--- config.mk ---
export PLATFORM = sky130hd
export DESIGN_NAME = clid_decoder
export DESIGN_NICKNAME = d
export VERILOG_FILES = /design/src/hw/clid_pkg.sv /design/src/hw/clid_decoder.sv
export SDC_FILE = /design/constraint.sdc
export NUM_CORES = 2
export LEC_CHECK = 0
export ABC_CLOCK_PERIOD_IN_PS = 7680
export BUFFER_PORTS_ARGS = -buffer_cell sky130_fd_sc_hd__buf_2
export CAP_MARGIN = 10
export CORE_ASPECT_RATIO = 0.7
export CORE_MARGIN = 1.5
export CORE_UTILIZATION = 43
export DETAILED_ROUTE_END_ITERATION = 10
export GPL_TIMING_DRIVEN = 0
export PLACE_DENSITY_LB_ADDON = 0.05
export REMOVE_ABC_BUFFERS = 1
export SLEW_MARGIN = 20
export SYNTH_ARGS = -nofsm -noshare
export SYNTH_HDL_FRONTEND = slang
export SYNTH_SLANG_ARGS = --single-unit
--- constraint.sdc ---
create_clock -name clk -period 7.68 [get_ports clk]
set_input_delay 2.304 -clock clk [delete_from_list [all_inputs] [get_ports clk]]
set_output_delay 2.304 -clock clk [all_outputs]
set_load 0.005 [all_outputs]
--- src/hw/clid_pkg.sv ---
// Package of constants and types for the character display instruction decoder.
package clid_pkg;
  localparam int DATA_W = 8;
  localparam int AC_W   = 7;
  localparam int CG_W   = 6;
  localparam int TEXT_DEPTH  = 128;
  localparam int GLYPH_DEPTH = 64;

  // Instruction field positions.
  localparam int BIT_DDADDR = 7;
  localparam int BIT_CGADDR = 6;
  localparam int BIT_FUNC   = 5;
  localparam int BIT_SHIFT  = 4;
  localparam int BIT_ENTRY  = 2;
  localparam int BIT_DL     = 4;
  localparam int BIT_N      = 3;
  localparam int BIT_F      = 2;
  localparam int BIT_SC     = 3;
  localparam int BIT_RL     = 2;
  localparam int BIT_ID     = 1;
  localparam int BIT_SH     = 0;

  // Text memory address map.
  localparam logic [6:0] ONE_LINE_LAST  = 7'h4f;
  localparam logic [6:0] LINE1_LAST     = 7'h27;
  localparam logic [6:0] LINE2_FIRST    = 7'h40;
  localparam logic [6:0] LINE2_LAST     = 7'h67;
  localparam logic [6:0] ADDR_ZERO      = 7'h00;

  // Execution time per accepted access, in cycles of the 25 MHz clock.
  localparam int EXEC_CYCLES = 4;
  // The busy counter is eight bits wide, so longer executions cannot be counted.
  localparam int EXEC_MAX    = 255;

  typedef enum logic [1:0] {
    CLID_IDLE = 2'b00,
    CLID_EXEC = 2'b01
  } clid_state_e;

  typedef struct packed {
    logic busWidth8;
    logic twoLine;
    logic tallFont;
    logic stepUp;
    logic autoShiftEnable;
    logic glyphSel;
  } clid_mode_s;
endpackage

--- src/hw/clid_decoder.sv ---
// Instruction decoder and memory of the character display controller.
//
// Behaviour
// Cursor left shift decrements address counter.
// Cursor right shift increments address counter.
// Display shift moves whole display, cursor follows.
// Function set bit four selects bus width.
// Four-bit mode pairs two nibbles per byte.
// Function set bit three selects line count.
// Function set bit two selects font height.
// Glyph address set loads six bits.
// Text address set loads seven bits.
// Single line text addresses span 00 to 4F.
// Two lines span 00-27 and 40-67.
// Status read returns busy and address counter.
// Host waits while busy reads high.
// Data write stores into selected memory.
// Data write steps address counter by one.
// First read without address set is invalid.
// Cursor shift preloads text read register.
// Data read steps address counter by one.
// Glyph read may spoil next display shift.
// Read after write returns previously latched data.
// Step direction high increments, low decrements.
// Shift instruction code; display shift keeps counter.
// Busy held from acceptance until execution ends.
// Reset gives eight-bit bus, counter zero.
`timescale 1ns/1ps
module clid_decoder
  import clid_pkg::*;
#(
  parameter int ExecCycles = EXEC_CYCLES
) (
  input  wire logic              clk,
  input  wire logic              rst_n,
  input  wire logic              strobe,
  input  wire logic              register_select,
  input  wire logic              readNotWrite,
  input  wire logic [DATA_W-1:0] busIn,
  output logic      [DATA_W-1:0] busOut,
  output logic                   busOutValid,
  output logic                   internal_busy_indicator,
  output logic      [AC_W-1:0]   addr_counter,
  output clid_mode_s             mode,
  output logic      [6:0]        displayShift
);

  // Elaboration checks. The counter width and the memory sizes are tied together,
  // so a mismatched package would silently alias addresses.
  initial begin
    if (ExecCycles < 1 || ExecCycles > EXEC_MAX) begin
      $error("ExecCycles out of range");
    end
    if (DATA_W != 8) begin
      $error("DATA_W must be 8");
    end
    if (AC_W != 7) begin
      $error("AC_W must be 7");
    end
    if (CG_W >= AC_W) begin
      $error("CG_W must be narrower than AC_W");
    end
    if (TEXT_DEPTH != (1 << AC_W)) begin
      $error("TEXT_DEPTH must match AC_W");
    end
    if (GLYPH_DEPTH != (1 << CG_W)) begin
      $error("GLYPH_DEPTH must match CG_W");
    end
  end

  logic [DATA_W-1:0] textMem  [TEXT_DEPTH];
  logic [DATA_W-1:0] glyphMem [GLYPH_DEPTH];

  logic              nibbleHalf_reg;
  logic [3:0]        nibbleHigh_reg;
  logic [7:0]        execCnt_reg;
  clid_state_e       state_reg;
  logic [DATA_W-1:0] readLatch_reg;
  logic              glyphReadLast_reg;

  // A byte is complete on every strobe in 8-bit mode, or on the second nibble.
  logic              byteDone;
  logic [DATA_W-1:0] byteVal;
  logic              accept;
  always_comb begin
    byteDone = strobe && (mode.busWidth8 || nibbleHalf_reg);
    byteVal  = mode.busWidth8 ? busIn : {nibbleHigh_reg, busIn[7:4]};
  end
  // Status reads are allowed while busy; other accesses are taken only when idle.
  always_comb begin
    accept = byteDone && (state_reg == CLID_IDLE)
             && !(!register_select && readNotWrite);
  end

  // The nibble phase toggles on every strobe in 4-bit mode, even on a refused
  // access. The host must therefore always send whole pairs, or the halves of
  // every later byte are swapped until reset or a return to 8-bit mode.
  always_ff @(posedge clk) begin
    if (!rst_n) begin
      nibbleHalf_reg <= 1'b0;
      nibbleHigh_reg <= 4'h0;
    end else if (strobe && !mode.busWidth8) begin
      nibbleHalf_reg <= !nibbleHalf_reg;
      nibbleHigh_reg <= busIn[7:4];
    end else if (mode.busWidth8) begin
      nibbleHalf_reg <= 1'b0;
    end
  end

  // Instruction classes.
  logic isInstr;
  logic isData;
  logic insDd;
  logic insCg;
  logic insFunc;
  logic insShift;
  logic insEntry;
  always_comb begin
    isInstr  = accept && !register_select && !readNotWrite;
    isData   = accept && register_select;
    insDd    = 1'b0;
    insCg    = 1'b0;
    insFunc  = 1'b0;
    insShift = 1'b0;
    insEntry = 1'b0;
    // The leading set bit of an instruction byte names its class. The display
    // on/off class is recognised only so that it cannot fall into entry mode.
    if (isInstr) begin
      case (1'b1)
        byteVal[BIT_DDADDR]: insDd    = 1'b1;
        byteVal[BIT_CGADDR]: insCg    = 1'b1;
        byteVal[BIT_FUNC]:   insFunc  = 1'b1;
        byteVal[BIT_SHIFT]:  insShift = 1'b1;
        byteVal[BIT_SC]:     insEntry = 1'b0;
        byteVal[BIT_ENTRY]:  insEntry = 1'b1;
        default:             insEntry = 1'b0;
      endcase
    end
  end

  // Address counter wraps inside the legal text ranges of the current line mode.
  function automatic logic [6:0] textStep(input logic [6:0] a, input logic up,
                                          input logic two);
    logic [6:0] r;
    r = a;
    if (!two) begin
      if (up) begin
        r = (a >= ONE_LINE_LAST) ? ADDR_ZERO : 7'(a + 7'h01);
      end else begin
        r = (a == ADDR_ZERO) ? ONE_LINE_LAST : 7'(a - 7'h01);
      end
    end else begin
      if (up) begin
        if (a == LINE1_LAST)      r = LINE2_FIRST;
        else if (a >= LINE2_LAST) r = ADDR_ZERO;
        else                      r = 7'(a + 7'h01);
      end else begin
        if (a == LINE2_FIRST)     r = LINE1_LAST;
        else if (a == ADDR_ZERO)  r = LINE2_LAST;
        else                      r = 7'(a - 7'h01);
      end
    end
    return r;
  endfunction

  function automatic logic [6:0] acStep(input logic [6:0] a, input logic up,
                                        input logic glyph, input logic two);
    logic [CG_W-1:0] g;
    logic [6:0]      r;
    // Glyph addresses wrap at their own width; text addresses follow the line map.
    g = up ? CG_W'(a[CG_W-1:0] + 1'b1) : CG_W'(a[CG_W-1:0] - 1'b1);
    if (glyph) begin
      r = 7'(g);
    end else begin
      r = textStep(a, up, two);
    end
    return r;
  endfunction

  // Address counter concern. Address loads win over stepping, as only one
  // instruction or data access can be taken in any cycle.
  always_ff @(posedge clk) begin
    if (!rst_n) begin
      addr_counter <= ADDR_ZERO;
    end else if (insDd) begin
      addr_counter <= byteVal[AC_W-1:0];
    end else if (insCg) begin
      addr_counter <= {1'b0, byteVal[CG_W-1:0]};
    end else if (insShift && !byteVal[BIT_SC]) begin
      // Cursor shift: low R/L decrements, high increments.
      addr_counter <= acStep(addr_counter, byteVal[BIT_RL], mode.glyphSel,
                             mode.twoLine);
    end else if (isData) begin
      addr_counter <= acStep(addr_counter, mode.stepUp, mode.glyphSel,
                             mode.twoLine);
    end
  end

  // Mode concern.
  always_ff @(posedge clk) begin
    if (!rst_n) begin
      mode.busWidth8       <= 1'b1;
      mode.twoLine         <= 1'b0;
      mode.tallFont        <= 1'b0;
      mode.stepUp          <= 1'b1;
      mode.autoShiftEnable <= 1'b0;
      mode.glyphSel        <= 1'b0;
    end else begin
      if (insFunc) begin
        mode.busWidth8 <= byteVal[BIT_DL];
        mode.twoLine   <= byteVal[BIT_N];
        mode.tallFont  <= byteVal[BIT_F];
      end
      if (insEntry) begin
        mode.stepUp          <= byteVal[BIT_ID];
        mode.autoShiftEnable <= byteVal[BIT_SH];
      end
      if (insDd) mode.glyphSel <= 1'b0;
      if (insCg) mode.glyphSel <= 1'b1;
    end
  end

  // Display shift offset; a display shift never touches the counter or memory.
  // A display shift right after a glyph read is suppressed, as its result
  // cannot be relied upon.
  always_ff @(posedge clk) begin
    if (!rst_n) begin
      displayShift <= 7'h00;
    end else if (insShift && byteVal[BIT_SC] && !glyphReadLast_reg) begin
      displayShift <= byteVal[BIT_RL] ? 7'(displayShift + 7'h01)
                                      : 7'(displayShift - 7'h01);
    end else if (isData && !readNotWrite && !mode.glyphSel && mode.autoShiftEnable) begin
      displayShift <= mode.stepUp ? 7'(displayShift - 7'h01)
                                  : 7'(displayShift + 7'h01);
    end
  end

  always_ff @(posedge clk) begin
    if (!rst_n) begin
      glyphReadLast_reg <= 1'b0;
    end else if (isData || isInstr) begin
      glyphReadLast_reg <= isData && readNotWrite && mode.glyphSel;
    end
  end

  // Memory writes. The arrays have no reset, so their contents stay unknown
  // until the host has written them.
  always_ff @(posedge clk) begin
    if (isData && !readNotWrite) begin
      if (mode.glyphSel) glyphMem[addr_counter[CG_W-1:0]] <= byteVal;
      else               textMem[addr_counter] <= byteVal;
    end
  end

  // Next-address prefetch used by reads and cursor shifts. Reading ahead keeps
  // the latch a plain register, at the cost that a read after a write is stale.
  logic [AC_W-1:0] readNextAddr;
  logic [AC_W-1:0] cursorNextAddr;
  logic [CG_W-1:0] glyphNextAddr;
  always_comb begin
    readNextAddr   = acStep(addr_counter, mode.stepUp, 1'b0, mode.twoLine);
    cursorNextAddr = acStep(addr_counter, byteVal[BIT_RL], 1'b0, mode.twoLine);
    glyphNextAddr  = CG_W'(acStep(addr_counter, mode.stepUp, 1'b1, mode.twoLine));
  end

  // The output data register is only refreshed by address set, cursor shift
  // or a read. A read returns what was latched earlier, so the first read
  // after a write or without an address set is stale.
  always_ff @(posedge clk) begin
    if (!rst_n) begin
      readLatch_reg <= 8'h00;
    end else if (insDd) begin
      readLatch_reg <= textMem[byteVal[AC_W-1:0]];
    end else if (insCg) begin
      readLatch_reg <= glyphMem[byteVal[CG_W-1:0]];
    end else if (insShift && !byteVal[BIT_SC] && !mode.glyphSel) begin
      readLatch_reg <= textMem[cursorNextAddr];
    end else if (isData && readNotWrite) begin
      readLatch_reg <= mode.glyphSel ? glyphMem[glyphNextAddr]
                                     : textMem[readNextAddr];
    end
  end

  // Status word seen by a status read. It holds the values from before this
  // edge, so a status read never shows the effect of its own cycle.
  logic [DATA_W-1:0] statusWord;
  always_comb begin
    statusWord = {internal_busy_indicator, addr_counter};
  end

  // Read port. Status reads are answered even while busy, so the host can
  // always poll; data reads are answered only when they are accepted.
  always_ff @(posedge clk) begin
    if (!rst_n) begin
      busOut      <= 8'h00;
      busOutValid <= 1'b0;
    end else if (byteDone && readNotWrite && !register_select) begin
      busOut      <= statusWord;
      busOutValid <= 1'b1;
    end else if (accept && readNotWrite) begin
      busOut      <= readLatch_reg;
      busOutValid <= 1'b1;
    end else begin
      busOutValid <= 1'b0;
    end
  end

  // Busy concern. The busy level is a register set and cleared with the state, so it can never disagree
  // with what the accept logic refuses. An access offered in the very cycle
  // in which busy falls is still refused; the host must see busy low first.
  always_ff @(posedge clk) begin
    if (!rst_n) begin
      state_reg               <= CLID_IDLE;
      execCnt_reg             <= 8'h00;
      internal_busy_indicator <= 1'b0;
    end else if (state_reg == CLID_IDLE) begin
      if (accept) begin
        state_reg               <= CLID_EXEC;
        execCnt_reg             <= 8'(ExecCycles - 1);
        internal_busy_indicator <= 1'b1;
      end
    end else if (execCnt_reg == 8'h00) begin
      state_reg               <= CLID_IDLE;
      internal_busy_indicator <= 1'b0;
    end else begin
      execCnt_reg <= 8'(execCnt_reg - 8'h01);
    end
  end

endmodule

==> reports/metrics.yaml <==
cts:
  cts_buffers: 177
  h-tree-depth: 4
  cts_num_sinks: 1588
  cts.clk_slew.worst_paths_ns: 0.07
  cts_buffer_depth: 4
  cts-root-buf: "clkbuf_16"
  clock_latency_ns: 0.87
  tritoncts: "done"
floorplan:
  io_pins: 43
  core-area_sq_mm: 0.202
  start_util_pct: 43.3
  fp-row-count: 138
  die_h_um: 381
  fp.dieArea_sq_mm: 0.206
  fp.dieW_um: 542
sta:
  worstMarginPinSlew_ns: 1.29
  hold_viol_final: 0
  max_freq_ghz: 0.126
  slew_viol_final: 0
  final-setup-viol-count: 5
  fin_setup_tns_ns: -0.381
  min_period_ns: 7.92
  fin_crit_sh_pct: 103
  relSlewSlack_pct: 12.9
  rsz0062_at_grt: "no"
  skew_ns: 0.0561
  setup_ws_ns: -0.240
status:
  violations: "negative setup slack"
  outcome: "complete, but fails checks"
min_path:
  hold_path_class: "register to register"
global_routing:
  grt_max_degree: 107
  grt_pass1_vias: 70700
  overflow: 0
  grt.total_usage_pct: 39.1
  grt_pass1_wl_um: 569000
  antenna_found_initial: 43
worst_setup_path:
  path_max_fanout: 54
  path_cells: "buf_2 > mux2i_4 > buf_8 > buf_16 > buf_16 > buf_16 > buf_16 > buf_16 > buf_16 > inv_12 > buf_16 > mux2i_4 > buf_4 > a41o_4 > buf_16 > buf_16 > nand2_1 > and3_1 > a311oi_1 > a311oi_4 > nor3_1 > a22oi_1 > nand4_1 > a21o_1"
  crit_type: "primary input to register"
  critPathBufInv: 13
  cp-start-kind: "primary input"
  required_ns: 8.48
  cp_top_family: "buffers and inverters"
  slowest_stage: "nor3_1"
  cpPeakStageDelay_ns: 1.03
  end_kind: "register"
  cp.arrival_ns: 8.72
  crit_top_cell: "buf_16"
layout:
  largest_register_ffs: 1024
  fin_nets: 8618
  synthToLayoutAreaGrowth_pct: 16.9
  top_register: "textMem"
  post-route-util_pct: 50.6
  layout-drive-gt1-share_pct: 13.3
  instances_no_fill: 11500
power:
  p_switching_uw: 8170
  switching_share_pct: 32.9
  p_int_uw: 16600
  power_frac_seq_pct: 38.7
  total_leakage_power_uw: 0.0357
  combPwrFrac_pct: 25.6
  p_per_area_mw_per_mm2: 242
  power_frac_clock_pct: 35.7
  vdd_drop_max_uv: 181
synthesis:
  synth.area.top_cells: "edfxtp_1, nand2_1, nand3_1, mux4_2, mux2i_1"
  synthMuxAreaShare_pct: 9.38
  synth_top_area_share_pct: 52.7
  syn_inst: 8768
  yosys_warnings: 0
  synth.distinct_cells: 88
  synthArstFlopShare_pct: 0
  synth-xor-area-share_pct: 0.300
  synth_compound_area_share_pct: 10.4
  synthSimpleGateAreaFrac_pct: 22.3
  ys_seq_area_share_pct: 53.9
  yosysMostFrequentCell: "nand2_1"
  synth_edf_count: 1536
  ys_seq_elements: 1588
  synth_top_family_by_area: "simple AND/OR/NAND/NOR gates"
  synthFlopType: "edfxtp_1"
  synth_fa_ha_area_share_pct: 0.0857
  synth_top_area_cell: "edfxtp_1"
  postSynthAreaPerCell_sq_um: 9.99
  synth_area_sq_mm: 0.0876
  synthTopCellsByCount: "nand2_1, edfxtp_1, nand3_1"
placement:
  gp_congestion: 1.00
  io_buffers: 42
  dp.final_hpwl_um: 287000
  placed_cells: 11100
detailed_routing:
  drt_first_pass_iters: 8
  ant_nets: 0
  drtIter0Drc: 14700
  vias: 79400
  route.final.wire_length_um: 416000
  wl_per_cell_um: 36.3
  vias_per_cell: 6.92
  remaining_drc_errors: 0
run:
  max-cap-violations: 0
## worst reg2reg max path, stage by stage (launching register included)
cell,delay (ns)
dfxtp_2,0.72
inv_2,0.25
ha_1,0.37
nor3b_1,0.26
a311oi_1,0.46
o21ai_4,0.26
buf_12,0.24
nand2_8,0.38
buf_16,0.36
buf_16,0.37
buf_16,0.43
buf_16,0.57
buf_16,0.42
nor2_4,0.33
a31oi_1,0.23
o211ai_1,0.20
o2111ai_1,0.86
nor3_1,0.22
o311a_1,0.42
nor4_2,0.26
## timing repair
item | CTS | global route
setup buffers | 4 | 6
setup endpoints to repair | 8 | 8
pin swaps | 2 | 2
gates cloned | 3 | 2
hold buffers | 0 | 0
resized for setup | 26 | 9
## power by group through the flow
| stage | logic, uW | clock network [uW] | registers, uW |
|---|---|---|---|
| after floorplan | 3720 | 0 | 9800 |
| after global placement | 6980 | 0 | 9860 |
| after detailed placement | 5890 | 0 | 9780 |
| after CTS | 5950 | 8880 | 9590 |
| after global routing | 6400 | 9170 | 9590 |
| final | 6340 | 8860 | 9600 |
## final cells by class
class	count	area (sq um)
fillers	17900	99800
clock buffers	217	4670
flip-flops and latches	1588	47200
multi-input cells	6426	38600
repair buffers	382	7280
inverters	24	149
diodes	14	35.0
clock inverters	95	1080
well taps	2730	3420
## layout by cell type (no fill, tap or decap), types with 45 or more instances in the layout
master	count
a211oi_1	66
a21oi_1	275
a311oi_1	276
a31oi_1	165
a32oi_1	47
and3_1	227
buf_16	177
buf_2	48
buf_6	50
buf_8	51
clkbuf_16	182
edfxtp_1	1536
mux2i_1	298
mux4_2	225
nand2_1	2773
nand3_1	1006
nand4_1	45
nor2_1	187
nor2_2	106
nor3_1	65
o21ai_0	69
o22ai_1	55
## stage by stage
step	hold WS (ns)	power (uW)	instance area (sq um)	setup WS (ns)
after floorplan	0.460	13500	84500	-59.27
after global placement	0.476	16800	88100	-152.44
after detailed placement	0.500	15700	96100	-2.76
after CTS	0.506	24400	102000	-0.0462
after global routing	0.524	25200	102000	0.0183
final	0.505	24800	102000	-0.240
## metal layers
layer | share of wire, % | GRT usage, %
met5 | 0.15 | 0.765
met2 | 37 | 48.8
met1 | 40 | 55.4
met3 | 18 | 21.1
met4 | 4.6 | 15.2
## path summary, 6_finish.rpt
path	to	slack (ns)	from	depth (start not counted)
worst max register to register	readLatch_reg[2]$_SDFFE_PN0P_	-0.02	addr_counter[1]$_SDFFE_PN0P_	19
worst min-delay path	mode[3]$_SDFFE_PN0P_	0.50	mode[3]$_SDFFE_PN0P_	2
worst max-delay path	readLatch_reg[4]$_SDFFE_PN0P_	-0.24	busIn[6]	24
worst min register to register	mode[3]$_SDFFE_PN0P_	0.50	mode[3]$_SDFFE_PN0P_	2
## cells by family after synthesis
| family | after synthesis |
|---|---|
| multiplexers | 538 |
| XOR/XNOR | 30 |
| AND/OR/NAND/NOR | 4572 |
| AO/OA/AOI/OAI | 1278 |
| adder cells (fa/ha/maj) | 6 |
| flip-flops | 1588 |
| buffers and inverters | 756 |
Power figures use the tool's default switching activity.
